===== src/hdl/tap_event_map.vh =====
// Register indices, field positions, reset values and window scales of the tap detector.
// Assumes word-aligned APB access: byte address is four times the index.
`ifndef TAP_EVENT_MAP_VH
`define TAP_EVENT_MAP_VH

`define IDX_PEAK_POLICY      8'h73
`define IDX_LEVEL_REBOUND    8'h74
`define IDX_PRESTILL_WINDOW  8'h75
`define IDX_TIMING_AXIS      8'h76
`define IDX_TAP_STATUS       8'h77

`define ADDR_PEAK_POLICY     10'h1CC
`define ADDR_LEVEL_REBOUND   10'h1D0
`define ADDR_PRESTILL_WINDOW 10'h1D4
`define ADDR_TIMING_AXIS     10'h1D8
`define ADDR_TAP_STATUS      10'h1DC

`define BIT_HOLD_TO_WINDOW   7
`define BIT_TRIPLE_EN        7
`define BIT_DOUBLE_EN        6
`define BIT_SINGLE_EN        5

`define RST_BYTE             8'h00
`define RST_TIMING           16'h0000

`define HISTORY_DEPTH        14
`define LATENCY_DEFAULT      9'h010
`define AXIS_NONE            2'h0
`define AXIS_X               2'h1
`define AXIS_Y               2'h2
`define AXIS_Z               2'h3

`endif


===== src/hdl/tap_event_detector.v =====
// Tap recognition on one selected accelerometer axis, configured over APB.
// Assumes samples arrive from logic on pclk with a one-cycle sample_valid strobe.
//
// How it works
// (RQ1) Without hold option, flag raised immediately for every enabled tap level.
// (RQ2) With hold option, only highest tap level reached gets its flag.
// (RQ3) Hold: flag at once at highest enabled level, else at latency expiry.
// (RQ4) 6-bit peak threshold, 62.5 mg per count; peak must reach it.
// (RQ5) Triple, double, single enables reset to 0; disabled level never flags.
// (RQ6) 5-bit rebound wait, 2 samples per step; zero disables rebound.
// (RQ7) 14-sample history; start field picks first quiet-check sample, oldest is 0.
// (RQ8) 4-bit quiet-check length up to 14 samples; zero disables check.
// (RQ9) Latency field zero means 16 samples, else 32 samples per step.
// (RQ10) Axis selector: 00 none (default), 01 X, 10 Y, 11 Z.
// (RQ11) 6-bit shock wait, 2 samples per step, up to 126 samples.
// (RQ12) Software sets quiet threshold nonzero before relying on detection.
// (RQ13) Every window counts output samples only, never pclk cycles.
//
// Chosen here: the APB register port.
`timescale 1ns/1ps
`include "tap_event_map.vh"

module tap_event_detector #(
  parameter SAMPLE_W  = 16,
  parameter THS_SHIFT = 4
) (
  input  wire                pclk,
  input  wire                presetn,
  input  wire                psel,
  input  wire                penable,
  input  wire                pwrite,
  input  wire [9:0]          paddr,
  input  wire [31:0]         pwdata,
  output reg  [31:0]         prdata,
  output reg                 pready,
  output reg                 pslverr,
  input  wire                sample_valid,
  input  wire [SAMPLE_W-1:0] sample_x,
  input  wire [SAMPLE_W-1:0] sample_y,
  input  wire [SAMPLE_W-1:0] sample_z,
  output reg                 tap_event,
  output reg  [1:0]          tap_level
);

  localparam ST_IDLE    = 2'd0;
  localparam ST_WAIT    = 2'd1;
  localparam ST_REBOUND = 2'd2;
  localparam ST_LATENCY = 2'd3;

  reg [7:0]          peak_policy;
  reg [7:0]          level_rebound;
  reg [7:0]          prestill_window;
  reg [15:0]         timing_axis;
  reg [2:0]          sticky;
  reg [1:0]          state;
  reg [1:0]          taps;
  reg [8:0]          cnt;
  reg [SAMPLE_W-1:0] hist [0:`HISTORY_DEPTH-1];

  wire       hold_mode      = peak_policy[`BIT_HOLD_TO_WINDOW];
  wire [5:0] shock_peak_threshold     = peak_policy[5:0];
  wire [3:0] lvl_en         = {level_rebound[`BIT_TRIPLE_EN], level_rebound[`BIT_DOUBLE_EN],
                               level_rebound[`BIT_SINGLE_EN], 1'b0};
  wire [3:0] quiet_check_first_sample = prestill_window[7:4];
  wire [3:0] quiet_check_sample_count = prestill_window[3:0];
  wire [1:0] axis_sel       = timing_axis[1:0];
  wire [5:0] shock_wait     = timing_axis[7:2];
  wire [3:0] latency_field  = timing_axis[11:8];
  wire [3:0] quiet_before_threshold   = timing_axis[15:12];

  // (RQ11) shock wait length
  wire [8:0] wait_len    = {2'b00, shock_wait, 1'b0};
  // (RQ6) rebound length, zero bypasses
  wire [8:0] rebound_len = {3'b000, level_rebound[4:0], 1'b0};
  // (RQ9) latency window length
  wire [8:0] latency_len = (latency_field == 4'h0) ? `LATENCY_DEFAULT : {latency_field, 5'b00000};
  // (RQ5) highest enabled level ends a sequence
  wire [1:0] max_lvl = lvl_en[3] ? 2'd3 : (lvl_en[2] ? 2'd2 : (lvl_en[1] ? 2'd1 : 2'd0));
  // (RQ7) a start past the last sample is held at the last one
  wire [3:0] quiet_start = (quiet_check_first_sample > 4'd13) ? 4'd13 : quiet_check_first_sample;

  reg [SAMPLE_W-1:0] cur;
  reg [SAMPLE_W:0]   mag;
  reg                quiet_ok;
  reg [SAMPLE_W:0]   dev;
  integer            i;
  integer            j;
  integer            k;

  function [SAMPLE_W:0] absdiff;
    input [SAMPLE_W-1:0] a;
    input [SAMPLE_W-1:0] b;
    reg   [SAMPLE_W:0]   d;
    begin
      d = {a[SAMPLE_W-1], a} - {b[SAMPLE_W-1], b};
      absdiff = d[SAMPLE_W] ? (~d + 1'b1) : d;
    end
  endfunction

  always @*
  begin
    // (RQ10) axis selection
    case (axis_sel)
      `AXIS_X: cur = sample_x;
      `AXIS_Y: cur = sample_y;
      `AXIS_Z: cur = sample_z;
      default: cur = {SAMPLE_W{1'b0}};
    endcase
    mag = absdiff(cur, {SAMPLE_W{1'b0}});
    // (RQ7) quiet check walks the history from the chosen start
    // (RQ8) a zero count leaves the check passing
    quiet_ok = 1'b1;
    dev = {(SAMPLE_W+1){1'b0}};
    for (i = 0; i < `HISTORY_DEPTH; i = i + 1)
    begin
      dev = absdiff(hist[i], hist[quiet_start]);
      if ((i >= quiet_start) && (i < quiet_start + quiet_check_sample_count) &&
          (dev > ({{(SAMPLE_W-3){1'b0}}, quiet_before_threshold} << THS_SHIFT)))
        quiet_ok = 1'b0;
    end
  end

  // (RQ4) peak must reach threshold; (RQ10) no axis, no tap
  wire peak_hit = (axis_sel != `AXIS_NONE) && (max_lvl != 2'd0) &&
                  (mag >= ({{(SAMPLE_W-5){1'b0}}, shock_peak_threshold} << THS_SHIFT));
  wire tap_seen = peak_hit && quiet_ok;
  wire [1:0] taps_up  = taps + 2'd1;
  wire       seq_done = (taps_up == max_lvl);

  // State following a tap once wait and rebound are skipped or spent
  wire [1:0] tail_state = seq_done ? ST_IDLE : ST_LATENCY;
  wire [1:0] post_wait  = (rebound_len != 9'd0) ? ST_REBOUND : tail_state;
  wire [1:0] post_tap   = (wait_len != 9'd0) ? ST_WAIT : post_wait;

  // (RQ1) immediate flag when not holding
  // (RQ3) holding: immediate only at highest enabled level
  wire emit_tap = tap_seen && (state == ST_IDLE || state == ST_LATENCY) &&
                  (hold_mode ? seq_done : lvl_en[taps_up]);

  wire apb_setup = psel && !penable;
  wire apb_write = psel && penable && pready && pwrite && !pslverr;

  always @(posedge pclk or negedge presetn)
  begin
    if (!presetn)
    begin
      state     <= ST_IDLE;
      taps      <= 2'd0;
      cnt       <= 9'd0;
      tap_event <= 1'b0;
      tap_level <= 2'd0;
      for (j = 0; j < `HISTORY_DEPTH; j = j + 1)
        hist[j] <= {SAMPLE_W{1'b0}};
    end
    else
    begin
      tap_event <= 1'b0;
      // (RQ13) all windows advance on sample strobes only
      if (sample_valid)
      begin
        for (j = 0; j < `HISTORY_DEPTH - 1; j = j + 1)
          hist[j] <= hist[j+1];
        hist[`HISTORY_DEPTH-1] <= cur;
        if (emit_tap)
        begin
          tap_event <= 1'b1;
          tap_level <= taps_up;
        end
        case (state)
          ST_IDLE, ST_LATENCY:
          begin
            if (tap_seen)
            begin
              taps  <= seq_done ? 2'd0 : taps_up;
              cnt   <= 9'd0;
              state <= post_tap;
            end
            else if (state == ST_LATENCY)
            begin
              if (cnt + 9'd1 >= latency_len)
              begin
                // (RQ2) hold mode flags only the level reached
                // (RQ3) deferred flag at window expiry
                if (hold_mode && lvl_en[taps])
                begin
                  tap_event <= 1'b1;
                  tap_level <= taps;
                end
                taps  <= 2'd0;
                cnt   <= 9'd0;
                state <= ST_IDLE;
              end
              else
                cnt <= cnt + 9'd1;
            end
          end
          ST_WAIT:
          begin
            // (RQ11) shock settles before rebound or latency
            if (cnt + 9'd1 >= wait_len)
            begin
              cnt   <= 9'd0;
              state <= (rebound_len != 9'd0) ? ST_REBOUND : ((taps == 2'd0) ? ST_IDLE : ST_LATENCY);
            end
            else
              cnt <= cnt + 9'd1;
          end
          default:
          begin
            // (RQ6) peaks ignored until rebound ends
            if (cnt + 9'd1 >= rebound_len)
            begin
              cnt   <= 9'd0;
              state <= (taps == 2'd0) ? ST_IDLE : ST_LATENCY;
            end
            else
              cnt <= cnt + 9'd1;
          end
        endcase
      end
    end
  end

  // APB slave: zero wait states, answer registered at the setup edge
  always @(posedge pclk or negedge presetn)
  begin
    if (!presetn)
    begin
      pready  <= 1'b0;
      pslverr <= 1'b0;
      prdata  <= 32'h0000_0000;
    end
    else
    begin
      pready  <= apb_setup;
      pslverr <= 1'b0;
      prdata  <= 32'h0000_0000;
      if (apb_setup)
      begin
        if (paddr == `ADDR_PEAK_POLICY)
          prdata <= {24'h00_0000, peak_policy[7], 1'b0, peak_policy[5:0]};
        else if (paddr == `ADDR_LEVEL_REBOUND)
          prdata <= {24'h00_0000, level_rebound};
        else if (paddr == `ADDR_PRESTILL_WINDOW)
          prdata <= {24'h00_0000, prestill_window};
        else if (paddr == `ADDR_TIMING_AXIS)
          prdata <= {16'h0000, timing_axis};
        else if (paddr == `ADDR_TAP_STATUS)
          prdata <= {24'h00_0000, taps, state, 1'b0, sticky};
        else
          pslverr <= 1'b1;
      end
    end
  end

  always @(posedge pclk or negedge presetn)
  begin
    if (!presetn)
    begin
      peak_policy     <= `RST_BYTE;
      // (RQ5) level enables reset to disabled
      level_rebound   <= `RST_BYTE;
      prestill_window <= `RST_BYTE;
      timing_axis     <= `RST_TIMING;
      sticky          <= 3'b000;
    end
    else
    begin
      if (apb_write && paddr == `ADDR_PEAK_POLICY)
        peak_policy <= {pwdata[7], 1'b0, pwdata[5:0]};
      if (apb_write && paddr == `ADDR_LEVEL_REBOUND)
        level_rebound <= pwdata[7:0];
      if (apb_write && paddr == `ADDR_PRESTILL_WINDOW)
        prestill_window <= pwdata[7:0];
      if (apb_write && paddr == `ADDR_TIMING_AXIS)
        timing_axis <= pwdata[15:0];
      // Write-one-to-clear; a flag raised in the same cycle survives
      for (k = 1; k < 4; k = k + 1)
        if (tap_event && tap_level == k)
          sticky[k-1] <= 1'b1;
        else if (apb_write && paddr == `ADDR_TAP_STATUS && pwdata[k-1])
          sticky[k-1] <= 1'b0;
    end
  end

endmodule // tap_event_detector


===== config.mk =====
export PLATFORM = sky130hd
export DESIGN_NAME = tap_event_detector
export DESIGN_NICKNAME = d
export VERILOG_FILES = /design/src/hdl/tap_event_detector.v
export VERILOG_INCLUDE_DIRS = /design/src /design/src/hdl
export SDC_FILE = /design/constraint.sdc
export NUM_CORES = 1
export LEC_CHECK = 0
export ABC_CLOCK_PERIOD_IN_PS = 21500
export BUFFER_PORTS_ARGS = -buffer_cell sky130_fd_sc_hd__buf_2
export CAP_MARGIN = 30
export CORE_MARGIN = 5
export CORE_UTILIZATION = 51
export DETAILED_ROUTE_END_ITERATION = 6
export PLACE_DENSITY_LB_ADDON = 0.15
export SETUP_SLACK_MARGIN = 0.1
export SYNTH_ARGS = -nofsm -noshare
export SYNTH_HDL_FRONTEND = slang
export SYNTH_SLANG_ARGS = --single-unit

===== constraint.sdc =====
create_clock -name pclk -period 21.5 [get_ports pclk]
set_input_delay 2.15 -clock pclk [delete_from_list [all_inputs] [get_ports pclk]]
set_output_delay 2.15 -clock pclk [all_outputs]
set_load 0.01 [all_outputs]

### Word-level counts from Yosys, hierarchy flattened

Index checks and enable logic that the tools add are counted.

* flip-flop bits (word level): 316
* input port bits: 96
* output and inout port bits: 37
* logic and storage cells: 307

* add/sub/neg operators: 32
* order comparisons: 50
* equal/unequal tests: 17
* mux-type cells: 93
* bitwise gates (word level): 16
* reductions and logical operators: 70

Operators by type and width (count)
* $add 17x1->17 const B: 15
* $mux 17: 15
* $not 17->17: 15
* $gt 17x8->1: 14
* $sub 16x16->17: 14
* $lt 4x32->1 const A: 5
* $lt 3x32->1 const A: 4
* $mux 16: 7
* $bmux 16 s4: 1
* $lt 1x32->1 const A: 2
* $lt 2x32->1 const A: 2
* $mux 9: 6
* $eq 10x9->1 const B: 5
* $logic_and 1x1->1: 50
* $pmux 16 s3: 1
* $mux 2: 20
* $mux 1: 37
* $ge 4x4->1 const A: 6
* $pmux 9 s2: 1
* $reduce_bool 9->1: 2
* $ge 17x10->1: 1
* $ge 3x4->1 const A: 4
* $reduce_bool 2->1: 7
* $eq 2x2->1 const B: 5
* other kinds (30): 39

### Longest topological paths before layout

* word-level depth: 36
* mapped depth: 39
* gate-level depth less buffers: 33

### Least setup slack after synthesis

No wires, ideal clock.

* kind: register to register
* from: register prestill_window[4]
* to: register tap_level[0]
* library setup time: 0.131 ns
* data arrival time: 8.863 ns
* required time: 21.369 ns
* slack: 12.505 ns
* stages on the path, launching flop included: 37
* path buffers: 6
* period minus slack after synthesis: 8.995 ns
* path through: dfrtp_1 -> buf_6 -> buf_6 -> clkbuf_1 -> nand2b_1 -> clkbuf_1 -> buf_1 -> mux2i_1 -> a21oi_1 -> a21oi_1 -> inv_1 -> fa_1 -> inv_1 -> o221ai_1 -> a21boi_2 -> a211oi_1 -> nor3_1 -> a211oi_1 -> nor2_1 -> xor2_1 -> ha_1 -> nor2b_1 -> o21ai_0 -> nand2b_1 -> a21oi_1 -> a41o_1 -> a31oi_1 -> a21oi_1 -> o211ai_1 -> o31ai_1 -> o2111a_1 -> o2111ai_1 -> nor3_4 -> and2_1 -> buf_4 -> mux2i_1 -> or3_1

* cells in the longest elaborated chain, start to end: 35
* elaborated cells on any way between the ends: 156
* those cells by class: add/sub (29); order compare (43); mux (38); bitwise (15); reduce/logical (31)

RTL lines
* start: declaration: RTL line tap_event_detector.v:52 `reg [7:0] prestill_window;`
* start signal: assignment: RTL line tap_event_detector.v:263 `` prestill_window <= `RST_BYTE; ``
* start signal: assignment: RTL line tap_event_detector.v:274 `prestill_window <= pwdata[7:0];`
* $gt 4x4->1: RTL line tap_event_detector.v:80 `wire [3:0] quiet_start = (quiet_check_first_sample > 4'd13) ? 4'd13 : quiet_check_first_sample;`
* $mux 4 (*): RTL line tap_event_detector.v:80
* $not 4->5 (not written as such): RTL line tap_event_detector.v:116 `dev = absdiff(hist[i], hist[quiet_start]);`
* $bmux 16 s4: RTL line tap_event_detector.v:116
* $mux 16 (not written as such) (2 in a row): RTL line tap_event_detector.v:116
* $sub 16x16->17: RTL line tap_event_detector.v:95 `d = {a[SAMPLE_W-1], a} - {b[SAMPLE_W-1], b};`
* $not 17->17: RTL line tap_event_detector.v:96 `absdiff = d[SAMPLE_W] ? (~d + 1'b1) : d;`
* $add 17x1->17: RTL line tap_event_detector.v:96
* [... 17 more ...]
* $logic_and 1x1->1 (*): RTL line tap_event_detector.v:126 `wire tap_seen = peak_hit && quiet_ok;`
* $logic_and 1x1->1 (2 in a row): RTL line tap_event_detector.v:137 `wire emit_tap = tap_seen && (state == ST_IDLE || state == ST_LATENCY) &&`
* $mux 2: RTL line tap_event_detector.v:164 `if (emit_tap)`
* $mux 2: RTL line tap_event_detector.v:184 `if (hold_mode && lvl_en[taps])`
* $mux 2: RTL line tap_event_detector.v:180 `if (cnt + 9'd1 >= latency_len)`
* $mux 2: RTL line tap_event_detector.v:178 `else if (state == ST_LATENCY)`
* $mux 2: RTL line tap_event_detector.v:172 `if (tap_seen)`
* $mux 2 (*): RTL line tap_event_detector.v:169 `case (state)`
* end signal: assignment: RTL line tap_event_detector.v:167 `tap_level <= taps_up;`
* end signal: assignment: RTL line tap_event_detector.v:187 `tap_level <= taps;`
* end: declaration: RTL line tap_event_detector.v:42 `output reg [1:0] tap_level`

Mark *: on every way between the ends. The rest lies on a longest branch, timed or not. The select of a mux whose other input is x is not followed.
A chain may end at the register's enable or synchronous reset.

### Final worst setup path

* from: register prestill_window[7]
* to: register cnt[5]

* cells in the longest elaborated chain, start to end: 29
* elaborated cells on any way between the ends: 152
* those cells by class: add/sub (29); order compare (43); eq/ne (1); mux (34); bitwise (15); reduce/logical (30)

RTL lines
* $gt 4x4->1: RTL line tap_event_detector.v:80
* $mux 4 (*): RTL line tap_event_detector.v:80
* $not 4->5 (not written as such): RTL line tap_event_detector.v:116
* $bmux 16 s4: RTL line tap_event_detector.v:116
* $mux 16 (not written as such) (2 in a row): RTL line tap_event_detector.v:116
* $sub 16x16->17: RTL line tap_event_detector.v:95
* $not 17->17: RTL line tap_event_detector.v:96
* $add 17x1->17: RTL line tap_event_detector.v:96
* $mux 17: RTL line tap_event_detector.v:96
* $gt 17x8->1: RTL line tap_event_detector.v:118 `(dev > ({{(SAMPLE_W-3){1'b0}}, quiet_before_threshold} << THS_SHIFT)))`
* $logic_and 1x1->1: RTL line tap_event_detector.v:117 `if ((i >= quiet_start) && (i < quiet_start + quiet_check_sample_count) &&`
* $mux 1 (13 in a row): RTL line tap_event_detector.v:117
* $mux 1 (*): RTL line tap_event_detector.v:117
* $logic_and 1x1->1 (*): RTL line tap_event_detector.v:126
* $ne 3x3->1 (no line) or $mux 9 (tied branches)
* $reduce_and 2->1 (no line) or $pmux 9 s2 (tied branches)
* end signal: assignment: RTL line tap_event_detector.v:194 `cnt <= cnt + 9'd1;`
* end signal: assignment: RTL line tap_event_detector.v:206 `cnt <= cnt + 9'd1;`
* end signal: assignment: RTL line tap_event_detector.v:217 `cnt <= cnt + 9'd1;`
* end: declaration: RTL line tap_event_detector.v:57 `reg [8:0] cnt;`

Marks and branches as above.

==> qor.csv <==
stage,metric,value,unit
clock_network,root_buffer,clkbuf_16,
global_route,grt_pass1_wl,209000,um
sta,worst_slack,10.83,ns
clock_network,cts_setup_buffers,0,
setup_path,crit_fanout,69,
detailed_routing,viasPerCell,6.78,
sta,setup_viol,0,
power_and_ir_drop,ir_drop,0.0600,mV
power_and_ir_drop,intPower,2.51,mW
sta,max-slew-margin-rel,18.8,%
setup_path,cp.arrival,11.14,ns
synth,yosysSeqAreaShare,19.8,%
floorplan,die_w,282,um
floorplan,num_rows,100,
setup_path,required,21.97,ns
setup_path,cpMostUsedCell,buf_4,
power_and_ir_drop,swShare,49.5,%
clock_network,postCtsHoldBufs,0,
placed_design,hpwl,103000,um
floorplan,core_area,0.0741,sq mm
detailed_routing,routedWlPerCell,24.5,um
detailed_routing,wl,139000,um
worst_hold_path,hold_class,reg2reg,
floorplan,initial_utilization,51.1,%
sta,finalCriticalPeriod,10.67,ns
detailed_routing,drc,0,
global_route,grt_usage,33.3,%
power_and_ir_drop,power.switching,2.46,mW
placed_design,numPortBuffers,100,
global_route,grt-ovfl-total,0,
clock_network,cts_max_level,2,
synth,ys_seq_elements,300,
setup_path,cp_slowest_cell,o41ai_1,
run,drv_cap,0,
synth,syn_area,0.0379,sq mm
clock_network,cts_made_buffers,37,
layout,layout-drive-gt1-share,12.5,%
clock_network,ctsResizeCount,0,
global_route,antenna_found_initial,1,
power_and_ir_drop,power_frac_seq,17.3,%
sta,grt_setup_unrepaired,no,
sta,fin_tns_setup,0,ns
synth,syn_inst,4705,
power_and_ir_drop,comb_power_share,69.4,%
setup_path,r2r_slack,10.83,ns
setup_path,max_stage_delay,0.89,ns
floorplan,die_area,0.0798,sq mm
setup_path,path_class,reg2reg,
sta,hold_violations,0,
detailed_routing,ant_nets,0,
setup_path,worstSetupEndpointType,flip-flop,
sta,max_freq,93.7,MHz
sta,fin_crit_sh,49.6,%
layout,num-fill-cells,7101,
clock_network,cts_tree,done,
floorplan,ios,133,
clock_network,clock_latency,0.58,ns
placed_design,pre_cts_ws,11.18,ns
sta,skew,0.0202,ns
layout,fin_nets,5081,
synth,async_flop_share,100,%
synth,synth_edf_count,0,
global_route,grt_pass1_vias,34795,
layout,area_growth,6.75,%
clock_network,cts_max_path_buffers,3,
synth,syn-mean-instance-area,8.05,sq um
clock_network,clk_pin_slew,0.06,ns
sta,report.final.slew_viol_count,0,
power_and_ir_drop,power_density,123,mW/mm^2
synth,ys_types,125,
detailed_routing,drt_iter0_drc,4117,
global_route,grt_max_degree,106,
synth,ys_warn_count,0,
floorplan,die_y,282,um
sta,max_slew.worst_pin.slew,1.21,ns
clock_network,cts_sinks,300,
run_status,status,finished clean,
detailed_routing,firstDrtPassIters,7,
setup_path,worstSetupStartpointType,flip-flop,
synth,ys.flop_type,dfrtp_1,
power_and_ir_drop,clkPwrFrac,13.4,%
placed_design,globalplace.congestion,1.03,
power_and_ir_drop,leakagePower,17.4,nW
detailed_routing,vias,38346,
state kept, by name (all words and copies together) (netlist names), 3 cells and up:
register and count:
prestill_window 8, cnt 9, sticky 3, level_rebound 8, peak_policy 7, absdiff.a 16, timing_axis 16, hist 208
prdata 16
critical path: cells and delay by family (launching register included):
family	cells	cell delay (ns)
mux	1	0.44
compound gates	13	4.26
simple gates	9	2.64
xor+xnor	1	0.20
flops	1	0.34
fa+ha+maj	2	0.64
buf+inv	4	1.91
layout make-up:
| type | instances | area (sq um) | area share [%] |
|---|---|---|---|
| diodes | 3 | 7.51 | 0.0186 |
| repair buffers | 178 | 1120 | 2.76 |
| clock buffers | 55 | 1120 | 2.76 |
| well taps | 969 | 1210 | 3.00 |
| inverters | 172 | 646 | 1.60 |
| flip-flops and latches | 300 | 7510 | 18.6 |
| clock inverters | 11 | 146 | 0.362 |
| multi-input cells | 3970 | 28700 | 70.9 |
metal layers:
metal  up-vias  global-route usage (%)  routed length, um
met5         -                       0                  0
li1      17816                       -                  -
met3       422                    7.14              13200
met1     18347                    45.7              58800
met2      1761                    50.6              59000
met4         0                    14.9               7680
synthesized netlist by cell type (55+ instances only):
cell      number  area, sq um
nand2_1      330         1240
a221oi_1      63          552
a21oi_1      342         1710
o211ai_1      63          473
ha_1         311         3890
nand4_1       56          350
xnor2_1      156         1370
dfrtp_1      300         7510
nor3_1       140          701
nor2b_1       87          544
mux2i_1       98          981
o21ai_0      272         1360
a211oi_1      63          473
nor2_1       300         1130
and3_1        80          500
nand2b_1      73          457
a31oi_1       82          513
a21o_1       131          983
mux2_2       219         2470
clkbuf_1     200          751
and2_1        55          344
xor2_1        78          683
nand3_1      153          766
inv_1        167          627
through the flow:
| stage | cells | area, sq um | total power [mW] | hold WS (ns) | utilization (%) |
|---|---|---|---|---|---|
| global route | 5655 | 40400 | 5.39 | 0.489 | 54.6 |
| global placement | 5579 | 39100 | 4.18 | 0.459 | 52.7 |
| floorplan | 4720 | 37900 | 3.47 | 0.443 | - |
| finish | 5658 | 40400 | 4.97 | 0.468 | 54.6 |
| detailed placement | 5587 | 39100 | 4.23 | 0.463 | 52.8 |
| CTS | 5653 | 40400 | 4.91 | 0.470 | 54.5 |
power by group through the flow:
stage          registers, mW  logic [mW]  clock network [mW]
2_1_floorplan          0.754        2.72                   0
3_3_place_gp           0.857        3.33                   0
3_5_place_dp           0.858        3.37                   0
4_1_cts                0.849        3.39               0.669
5_1_grt                0.862        3.83               0.694
6_report               0.858        3.45               0.663
placed cells by master (no fill, tap or decap), types with 70 or more instances in the layout:
master | synthesis | final
nand2_1 | 330 | 329
a21oi_1 | 342 | 329
ha_1 | 311 | 311
nor2_1 | 300 | 300
dfrtp_1 | 300 | 297
o21ai_0 | 272 | 272
mux2_2 | 219 | 219
inv_1 | 167 | 167
xnor2_1 | 156 | 156
nand3_1 | 153 | 153
nor3_1 | 140 | 140
a21o_1 | 131 | 131
buf_2 | 25 | 102
mux2i_1 | 98 | 98
nor2b_1 | 87 | 87
a31oi_1 | 82 | 82
and3_1 | 80 | 80
xor2_1 | 78 | 78
nand2b_1 | 73 | 72
buf_4 | 27 | 70
worst paths after layout:
kind / endpoint / cells after the start / start
worst max-delay path: cnt[5]$_DFFE_PN0P_ / 30 / prestill_window[7]$_DFFE_PN0P_
worst min-delay path: prdata[14]$_DFF_PN0_ / 1 / timing_axis[14]$_DFFE_PN0P_
worst max register to register: cnt[5]$_DFFE_PN0P_ / 30 / prestill_window[7]$_DFFE_PN0P_
worst min register to register: prdata[14]$_DFF_PN0_ / 1 / timing_axis[14]$_DFFE_PN0P_
max in group asynchronous: prestill_window[4]$_DFFE_PN0P_ / 2 / presetn
min in group asynchronous: prdata[10]$_DFF_PN0_ / 1 / presetn
cell families after synthesis:
family	Yosys count	synth area share, %
AOI/OAI and AO/OA	1533	28.0
and+or+nand+nor	1533	21.1
buffers and inverters	450	4.94
adders and majority gates	328	11.1
muxes	322	9.32
DFF	300	19.8
xor gates and xnor gates	238	5.65
other	1	0.00990
No activity file was read; power rests on OpenSTA's default activity.
